$ cat src/verilog/wtm_defs.svh
// register offsets, field positions, reset values and counts for the watchdog/tick/monitor
`ifndef WTM_DEFS_SVH
`define WTM_DEFS_SVH
`define WTM_ADDR_W          8
`define WTM_OFS_TICK_CTL    8'h14
`define WTM_OFS_TICK_FLAG   8'h15
`define WTM_OFS_WD_CTL      8'h16
`define WTM_OFS_SERVICE     8'h17
`define WTM_SVC_FIRST       8'h55
`define WTM_SVC_SECOND      8'haa
`define WTM_ZERO8           8'h00
`define WTM_TICK_CTL_RST    8'h00
`define WTM_WD_CTL_RST_NRM  8'h07
`define WTM_WD_CTL_RST_SPC  8'h0f
`define WTM_BIT7            7
`define WTM_BIT6            6
`define WTM_BIT5            5
`define WTM_BIT4            4
`define WTM_BIT3            3
`define WTM_RATE_OFF        3'h0
`define WTM_TICK_BASE_EXP   5'd12
`define WTM_BYP_EXP         5'd0
`define WTM_DIV_W           24
`define WTM_MON_TIMEOUT_NS  2000
`define WTM_CLK_PERIOD_NS   5
`define WTM_MON_CYCLES      ((`WTM_MON_TIMEOUT_NS + `WTM_CLK_PERIOD_NS - 1) / `WTM_CLK_PERIOD_NS)
`endif

$ cat src/verilog/wtm_pkg.sv
// types shared by the watchdog/tick/monitor block
package wtm_pkg;
  typedef struct packed {
    logic [7:0] addr;
    logic [7:0] wdata;
    logic       wr;
    logic       rd;
  } wtm_bus_t;

  typedef struct packed {
    logic wd_reset;
    logic mon_reset;
    logic limp_home;
  } wtm_rst_t;
endpackage

$ cat src/verilog/wtm_top.sv
// watchdog, periodic tick and reference clock monitor
`timescale 1ns/100ps
`default_nettype none
`include "wtm_defs.svh"

module wtm_top #(
  parameter int MON_CYCLES = `WTM_MON_CYCLES
) (
  input  wire logic            i_clk_sys,
  input  wire logic            i_sys_rst,
  input  wire wtm_pkg::wtm_bus_t i_bus,
  input  wire logic            i_special_mode,
  input  wire logic            i_divided_crystal_clock_tick,
  input  wire logic            i_reference_clock,
  input  wire logic            i_pll_supply_status,
  input  wire logic            i_cpu_wait,
  input  wire logic            i_cpu_debug,
  input  wire logic            i_no_limp_home,
  output logic [7:0]           o_rdata,
  output logic                 o_tick_irq,
  output wtm_pkg::wtm_rst_t    o_rst_req
);
  import wtm_pkg::*;

  typedef struct packed {
    logic [7:0]          tick_ctl;
    logic                tick_flag;
    logic [7:0]          wd_ctl;
    logic [5:0]          lock;      // write-once locks: swai,sbck,monitor_force_enable,window_watchdog,rate,init
    logic                armed;     // first service value seen
    logic [`WTM_DIV_W-1:0] wd_cnt;
    logic [`WTM_DIV_W-1:0] tk_cnt;
    logic [2:0]          ref_sync;
    logic                ref_last;
    logic [15:0]         mon_cnt;
    logic                pll_cap;
    logic [7:0]          rdata;
    wtm_rst_t            rst;
  } wtm_state_t;

  wtm_state_t st;
  wtm_state_t next_st;

  // watchdog period exponent per rate code
  function automatic logic [4:0] wd_exp(input logic [2:0] code);
    logic [4:0] e;
    e = 5'd0;
    unique case (code)
      3'd1: e = 5'd13;
      3'd2: e = 5'd15;
      3'd3: e = 5'd17;
      3'd4: e = 5'd19;
      3'd5: e = 5'd21;
      3'd6: e = 5'd22;
      3'd7: e = 5'd23;
      3'd0: e = 5'd0;
    endcase
    return e;
  endfunction

  // one-hot mask for a power of two
  function automatic logic [`WTM_DIV_W-1:0] pow2(input logic [4:0] e);
    return `WTM_DIV_W'(1) << e;
  endfunction

  logic       wr_tc;
  logic       wr_tf;
  logic       wr_wc;
  logic       wr_sv;
  logic       halted;
  logic       wd_on;
  logic       mon_on;
  logic [4:0] tk_e;
  logic [4:0] we;
  logic       wd_expired;
  logic       in_window;
  logic       tick_hit;
  logic       ref_edge;
  logic       mon_fail;
  logic       wd_fail;
  logic       force_wd;
  logic       force_mon;
  logic       nrm;

  // decode and derived conditions
  always_comb begin
    nrm      = ~i_special_mode;
    wr_tc    = i_bus.wr && (i_bus.addr == `WTM_OFS_TICK_CTL);
    wr_tf    = i_bus.wr && (i_bus.addr == `WTM_OFS_TICK_FLAG);
    wr_wc    = i_bus.wr && (i_bus.addr == `WTM_OFS_WD_CTL);
    wr_sv    = i_bus.wr && (i_bus.addr == `WTM_OFS_SERVICE);
    halted   = (st.tick_ctl[`WTM_BIT6] && i_cpu_wait)
             || (st.tick_ctl[`WTM_BIT5] && i_cpu_debug);
    we       = wd_exp(st.wd_ctl[2:0]);
    wd_on    = st.wd_ctl[2:0] != `WTM_RATE_OFF;
    mon_on   = st.wd_ctl[`WTM_BIT6] || st.wd_ctl[`WTM_BIT7];
    // bypass swaps the 2^12 base stage for a divide by one
    tk_e     = st.tick_ctl[`WTM_BIT3] ? 5'(`WTM_BYP_EXP + {2'b00, st.tick_ctl[2:0]})
             : 5'(`WTM_TICK_BASE_EXP + {2'b00, st.tick_ctl[2:0]});
    wd_expired = wd_on && (st.wd_cnt == pow2(we) - `WTM_DIV_W'(1));
    // last quarter: count at or above three quarters of the period
    in_window = st.wd_cnt >= (pow2(we) - (pow2(we) >> 2));
    tick_hit = (st.tick_ctl[2:0] != `WTM_RATE_OFF) && i_divided_crystal_clock_tick && !halted
             && (st.tk_cnt[tk_e -: 1] == 1'b1)
             && ((st.tk_cnt & (pow2(tk_e) - `WTM_DIV_W'(1))) == '0) && (st.tk_cnt != '0);
    // a level counts once the last two sync stages agree
    ref_edge = (st.ref_sync[2] == st.ref_sync[1]) && (st.ref_sync[2] != st.ref_last);
    mon_fail = mon_on && (st.mon_cnt >= 16'(MON_CYCLES));
    wd_fail  = wd_on && (wd_expired && i_divided_crystal_clock_tick && !halted
             || wr_sv && (i_bus.wdata != `WTM_SVC_FIRST && i_bus.wdata != `WTM_SVC_SECOND)
             || wr_sv && st.wd_ctl[`WTM_BIT4] && !in_window);
    force_mon = st.wd_ctl[`WTM_BIT5] && mon_on;
    force_wd  = st.wd_ctl[`WTM_BIT5] && wd_on && !force_mon;
  end

  // next state
  always_comb begin
    next_st = st;
    next_st.ref_sync = {st.ref_sync[1:0], i_reference_clock};
    next_st.ref_last = ref_edge ? st.ref_sync[2] : st.ref_last;
    next_st.pll_cap = i_pll_supply_status;
    next_st.rst = '0;
    next_st.rdata = `WTM_ZERO8;
    // monitor edge watch
    if (ref_edge || !mon_on) begin
      next_st.mon_cnt = '0;
    end else if (st.mon_cnt < 16'(MON_CYCLES)) begin
      next_st.mon_cnt = st.mon_cnt + 16'd1;
    end
    // tick divider and flag
    if (i_divided_crystal_clock_tick && !halted) begin
      next_st.tk_cnt = st.tk_cnt + `WTM_DIV_W'(1);
      if (wd_on) begin
        next_st.wd_cnt = wd_expired ? '0 : st.wd_cnt + `WTM_DIV_W'(1);
      end
    end
    if (wr_tf && i_bus.wdata[`WTM_BIT7]) begin
      next_st.tick_flag = 1'b0;
    end
    if (tick_hit) begin
      next_st.tick_flag = 1'b1;
    end
    // tick control writes
    if (wr_tc) begin
      next_st.tick_ctl[7] = i_bus.wdata[7];
      next_st.tick_ctl[2:0] = i_bus.wdata[2:0];
      if (!nrm || !st.lock[0]) begin
        next_st.tick_ctl[6] = i_bus.wdata[6];
        next_st.lock[0] = nrm;
      end
      if (!nrm || !st.lock[1]) begin
        next_st.tick_ctl[5] = i_bus.wdata[5];
        next_st.lock[1] = nrm;
      end
      if (!nrm) begin
        next_st.tick_ctl[3] = i_bus.wdata[3];
      end
    end
    // watchdog control writes
    if (wr_wc) begin
      next_st.wd_ctl[7] = i_bus.wdata[7];
      if (!nrm || !st.lock[2]) begin
        next_st.wd_ctl[6] = i_bus.wdata[6];
        next_st.lock[2] = nrm;
      end
      if (!nrm) begin
        next_st.wd_ctl[5] = i_bus.wdata[5];
        next_st.wd_ctl[3] = i_bus.wdata[3];
      end
      if (!nrm || !st.lock[3]) begin
        next_st.wd_ctl[4] = i_bus.wdata[4];
        next_st.lock[3] = nrm;
      end
      if (!nrm || !st.lock[4]) begin
        next_st.wd_ctl[2:0] = i_bus.wdata[2:0];
        next_st.lock[4] = nrm;
        next_st.wd_cnt = '0;
      end
    end
    // service sequence
    if (wr_sv && i_bus.wdata == `WTM_SVC_FIRST) begin
      next_st.armed = 1'b1;
    end
    if (wr_sv && i_bus.wdata == `WTM_SVC_SECOND && st.armed) begin
      next_st.armed = 1'b0;
      next_st.wd_cnt = '0;
    end
    // reset requests, blocked by reset-disable
    if (!st.wd_ctl[`WTM_BIT3]) begin
      next_st.rst.wd_reset = wd_fail || force_wd;
      next_st.rst.mon_reset = (mon_fail && i_no_limp_home) || force_mon;
      next_st.rst.limp_home = mon_fail && !i_no_limp_home && !force_mon;
    end
    // read data, one cycle later
    if (i_bus.rd) begin
      unique case (i_bus.addr)
        `WTM_OFS_TICK_CTL:  next_st.rdata = st.tick_ctl;
        `WTM_OFS_TICK_FLAG: next_st.rdata = {st.tick_flag, 7'h00};
        `WTM_OFS_WD_CTL:    next_st.rdata = st.wd_ctl;
        default:            next_st.rdata = `WTM_ZERO8;
      endcase
    end
    // strap capture after reset release
    if (!st.lock[5]) begin
      next_st.lock[5] = 1'b1;
      next_st.wd_ctl[7] = st.pll_cap;
    end
  end

  // state register
  always_ff @(posedge i_clk_sys) begin
    if (i_sys_rst) begin
      st <= '0;
      st.tick_ctl <= `WTM_TICK_CTL_RST;
      st.pll_cap <= i_pll_supply_status;   // supply level for the enable strap
      st.wd_ctl <= `WTM_WD_CTL_RST_NRM;
    end else begin
      st <= next_st;
    end
  end

  assign o_rdata = st.rdata;
  assign o_tick_irq = st.tick_flag && st.tick_ctl[`WTM_BIT7];
  assign o_rst_req = st.rst;

  property p_bad_value;
    @(posedge i_clk_sys) disable iff (i_sys_rst)
      (wr_sv && wd_on && !st.wd_ctl[3] && i_bus.wdata != `WTM_SVC_FIRST
       && i_bus.wdata != `WTM_SVC_SECOND) |=> o_rst_req.wd_reset;
  endproperty
  a_bad_value: assert property (p_bad_value) else $error("bad service value no reset");

  property p_irq;
    @(posedge i_clk_sys) disable iff (i_sys_rst)
      (tick_hit && st.tick_ctl[`WTM_BIT7] && !wr_tc) |=> o_tick_irq;
  endproperty
  a_irq: assert property (p_irq) else $error("tick irq mismatch");

  property p_reset_disable;
    @(posedge i_clk_sys) disable iff (i_sys_rst)
      $past(st.wd_ctl[3]) |-> !o_rst_req.wd_reset && !o_rst_req.mon_reset;
  endproperty
  a_reset_disable: assert property (p_reset_disable) else $error("reset while disabled");

  property p_prio;
    @(posedge i_clk_sys) disable iff (i_sys_rst)
      !(o_rst_req.mon_reset && o_rst_req.wd_reset && $past(st.wd_ctl[5]) && !$past(wd_fail));
  endproperty
  a_prio: assert property (p_prio) else $error("both forced resets");

  property p_flag_clr;
    @(posedge i_clk_sys) disable iff (i_sys_rst)
      (wr_tf && i_bus.wdata[7] && !tick_hit) |=> !st.tick_flag;
  endproperty
  a_flag_clr: assert property (p_flag_clr) else $error("flag not cleared");

  property p_flag_set;
    @(posedge i_clk_sys) disable iff (i_sys_rst)
      tick_hit |=> st.tick_flag;
  endproperty
  a_flag_set: assert property (p_flag_set) else $error("flag not set");

  property p_restart;
    @(posedge i_clk_sys) disable iff (i_sys_rst)
      (wr_sv && i_bus.wdata == `WTM_SVC_SECOND && st.armed) |=> st.wd_cnt == '0;
  endproperty
  a_restart: assert property (p_restart) else $error("no restart");

  property p_bypass_lock;
    @(posedge i_clk_sys) disable iff (i_sys_rst)
      (wr_tc && nrm) |=> $stable(st.tick_ctl[3]);
  endproperty
  a_bypass_lock: assert property (p_bypass_lock) else $error("bypass written in normal");

  property p_halt;
    @(posedge i_clk_sys) disable iff (i_sys_rst)
      (halted && !wr_sv && !wr_wc) |=> $stable(st.wd_cnt);
  endproperty
  a_halt: assert property (p_halt) else $error("watchdog ran while halted");
endmodule
`default_nettype wire

$ cat config.mk
export PLATFORM = sky130hd
export DESIGN_NAME = wtm_top
export DESIGN_NICKNAME = d
export VERILOG_FILES = /design/src/verilog/wtm_pkg.sv /design/src/verilog/wtm_top.sv
export VERILOG_INCLUDE_DIRS = /design/src /design/src/verilog
export SDC_FILE = /design/constraint.sdc
export NUM_CORES = 1
export LEC_CHECK = 0
export ABC_AREA = 1
export BUFFER_PORTS_ARGS = -buffer_cell sky130_fd_sc_hd__buf_2
export CORE_MARGIN = 2
export CORE_UTILIZATION = 55
export DETAILED_ROUTE_END_ITERATION = 16
export GPL_TIMING_DRIVEN = 0
export HOLD_SLACK_MARGIN = 0.15
export PLACE_DENSITY = 0.72
export RECOVER_POWER = 25
export SLEW_MARGIN = 20
export SYNTH_ARGS = -nofsm -noshare
export SYNTH_HDL_FRONTEND = slang
export SYNTH_SLANG_ARGS = --single-unit
$ cat constraint.sdc
create_clock -name i_clk_sys -period 7.6 [get_ports i_clk_sys]
set_input_delay 1.52 -clock i_clk_sys [delete_from_list [all_inputs] [get_ports i_clk_sys]]
set_output_delay 1.52 -clock i_clk_sys [all_outputs]
set_load 0.03 [all_outputs]
==> flow_metrics.py <==
metrics = {
    "timing": {
        "slew_viol_final": 11,
        "finalCritPeriodShare_pct": 59.6,
        "fin_crit_ns": 4.53,
        "final_hold_viol_count": 0,
        "setup_viol": 0,
        "setup_tns_ns": 0,
        "skew_ns": 0.00691,
        "rsz0062_at_grt": "no",
        "tightest_slew_ns": 1.51,
        "clock.fmax_mhz": 221,
        "relSlewSlack_pct": -1.30,
    },
    "pwr": {
        "power_density_nw_per_um2": 113,
        "p_leak_nw": 4.61,
        "p_total_w": 0.00112,
        "pwr-share-clk_pct": 42.8,
        "ir_drop_mv": 0.102,
        "swShare_pct": 25.8,
        "p_switching_w": 0.000290,
        "power_frac_seq_pct": 51.3,
        "p_int_w": 0.000833,
        "power_frac_comb_pct": 5.9,
    },
    "setup_path": {
        "critPathSlowestCell": "nor4_1",
        "max_stage_delay_ns": 1.19,
        "startpoint": "i_bus[17]",
        "cp-start-kind": "input port",
        "required_ns": 7.85,
        "path_cells": "buf_2 -> nor2_1 -> nand3b_1 -> nor4_1 -> nand2_2 -> nor2_2 -> inv_1 -> nand2_1 -> nand3_1 -> ha_1 -> inv_1 -> nor2_1 -> o21bai_1",
        "criticalPathCategory": "input port to register",
        "cp-end-kind": "register",
        "arrival_ns": 4.78,
        "cp_max_fo": 10,
        "r2r-start": "we[2]",
    },
    "logic_synthesis": {
        "yosys-top-cells-area": "dfxtp_1 24%, nand2_1 13%, inv_1 8.3%",
        "synth-seq-cells": 108,
        "ys.flop_type": "dfxtp_1",
        "syn_nets": 1534,
        "syn_area_sq_um": 9160,
        "synth_common_cells": "327 x nand2_1, 202 x inv_1, 169 x nor2_1, 108 x dfxtp_1, 104 x nand3_1",
        "yosys_warnings": 0,
        "synth-edff-count": 0,
        "yosysTopAreaCell": "dfxtp_1",
        "synth_top_area_share_pct": 23.6,
        "yosysSeqAreaShare_pct": 23.6,
        "synth.avg_cell_area_sq_um": 6.33,
        "synthDistinctLibCells": 57,
        "synthArstFlopShare_pct": 0,
        "yosysMostFrequentCell": "nand2_1",
        "synthCells": 1446,
    },
    "clocking": {
        "cts_tree": "yes",
        "post_cts_resized": 0,
        "clk_pin_slew_worst_paths_ns": 0.08,
        "cts_sinks": 108,
        "clk_latency_ns": 0.36,
        "cts_setup_buffers": 0,
        "numCtsBuffers": 9,
        "cts_buffer_depth": 2,
        "htree_num_levels": 3,
        "cts_root_buffer": "clkbuf_16",
        "cts.hold.buffers_added": 0,
    },
    "outcome": {
        "status": "finished, violations left",
        "violations": "max-capacitance violations, max-slew violations",
    },
    "global_routing": {
        "antenna_found_initial": 0,
        "grt_pass1_wl_mm": 42.1,
        "grt_usage_pct": 29.1,
        "grt_max_degree": 21,
        "grt_pass1_vias": 8739,
        "grt-ovfl-total": 0,
    },
    "floorplanning": {
        "rows": 47,
        "die_area_sq_um": 17700,
        "core_sq_um": 16400,
        "io_pins": 39,
        "die_y_um": 133,
        "die-width_um": 133,
        "start_util_pct": 55.8,
    },
    "cells_and_area": {
        "drive_gt1_share_pct": 10.0,
        "regArea_sq_um": 2160,
        "nNetsFinal": 1583,
        "multi_input_area_sq_um": 5890,
        "antenna_cells": 0,
        "n_fill_cell": 1671,
        "synthToLayoutAreaGrowth_pct": 8.03,
    },
    "detailed_routing": {
        "avgViaCountPerCell": 5.38,
        "avgRoutedWirePerCell_um": 14.6,
        "drt-initial-drc-count": 536,
        "vias": 9254,
        "first_pass_iters": 8,
        "drt_wl_total_mm": 25.2,
        "ant_nets": 0,
        "route.detailed.drc": 0,
    },
    "placed_design": {
        "post-dp-hpwl_mm": 20.6,
        "io_buffer_count": 38,
        "place_congestion": 0.959,
    },
    "flow_run": {
        "drv_cap": 1,
    },
    "hold_path": {
        "worstHoldStart": "next_st[30]",
        "hp-class": "register to register",
    },
}
==> worst max-delay path, delay by kind of cell <==
| kind | cells | cell delay (ns) |
|---|---|---|
| AND/OR/NAND/NOR | 8 | 2.45 |
| adder cells (fa/ha/maj) | 1 | 0.37 |
| buffers and inverters | 3 | 0.28 |
| AO/OA/AOI/OAI | 1 | 0.16 |
==> per-layer routing <==
layer | vias up | part of all wire [%] | global-route usage (%)
met3 | 64 | 3.1 | 2.68
met5 | - | 0 | 0
met1 | 4151 | 46 | 37.2
li1 | 4822 | - | -
met4 | 0 | 3.8 | 12.5
met2 | 217 | 47 | 50.1
==> placed cells by master, fill, tap and decap left out, types with 8 or more instances in the layout <==
| cell | n |
|---|---|
| nor2_2 | 14 |
| nor4_1 | 14 |
| nand4_1 | 35 |
| nand3_1 | 105 |
| inv_2 | 20 |
| nor2_1 | 169 |
| dfxtp_1 | 108 |
| ha_1 | 60 |
| buf_4 | 15 |
| nand2_2 | 11 |
| buf_2 | 25 |
| xnor2_1 | 13 |
| o21ai_0 | 80 |
| nor3_1 | 33 |
| a21oi_1 | 102 |
| inv_1 | 202 |
| nand2_1 | 327 |
| xor2_1 | 27 |
| clkbuf_1 | 23 |
| nand3_4 | 8 |
| nand3_2 | 10 |
| clkbuf_16 | 9 |
==> power by group through the flow <==
| stage | Sequential (W) | Clock [W] | Combinational, W |
|---|---|---|---|
| 5_1_grt | 0.000576 | 0.000509 | 0.0000756 |
| 6_report | 0.000576 | 0.000481 | 0.0000663 |
| 3_5_place_dp | 0.000589 | 0 | 0.0000663 |
| 2_1_floorplan | 0.000587 | 0 | 0.0000418 |
| 3_3_place_gp | 0.000589 | 0 | 0.0000652 |
| 4_1_cts | 0.000575 | 0.000485 | 0.0000666 |
==> cells by family (layout without fill, tap and decap cells) <==
kind of cell | count (synthesis) | in the layout | share of synthesized area [%]
AOI/OAI and AO/OA | 219 | 219 | 13.0
adders and majority gates | 61 | 61 | 8.42
and+or+nand+nor | 755 | 755 | 39.1
muxes | 1 | 1 | 0.109
xor gates and xnor gates | 40 | 40 | 3.83
DFF | 108 | 108 | 23.6
buffers and inverters | 262 | 316 | 11.9
==> flip-flops by register name, indices dropped and copies added (netlist names) <==
signal     cells
next_st        2
o_rdata        8
o_rst_req      3
st            90
we             5
==> metrics by stage <==
step	worst slack (ns)	utilization (%)	instances	instance area [sq um]	hold slack, ns
2_1_floorplan	4.13	-	1446	9160	0.388
3_3_place_gp	3.33	58.7	1704	9620	0.389
3_5_place_dp	3.32	58.7	1704	9620	0.409
4_1_cts	3.27	60.5	1720	9930	0.420
5_1_grt	2.67	60.3	1720	9890	0.429
6_report	3.07	60.3	1720	9890	0.416
==> path summary, 6_finish.rpt <==
path | endpoint | slack [ns] | depth (start not counted)
worst max-delay path | we[2] | 3.07 | 13
worst min-delay path | next_st[31] | 0.42 | 2
worst max register to register | o_rst_req[2] | 3.22 | 22
worst min register to register | next_st[31] | 0.42 | 2
==> layout make-up <==
| class | instances | share of cell area [%] |
|---|---|---|
| multi-input combinational | 1076 | 59.5 |
| clock buffer | 10 | 2.42 |
| clock inverter | 6 | 0.683 |
| buffer | 31 | 2.12 |
| timing repair buffer | 38 | 1.76 |
| inverter | 231 | 8.87 |
| sequential | 108 | 21.9 |
| tap | 220 | 2.78 |
(Power assumes the default switching activity.)
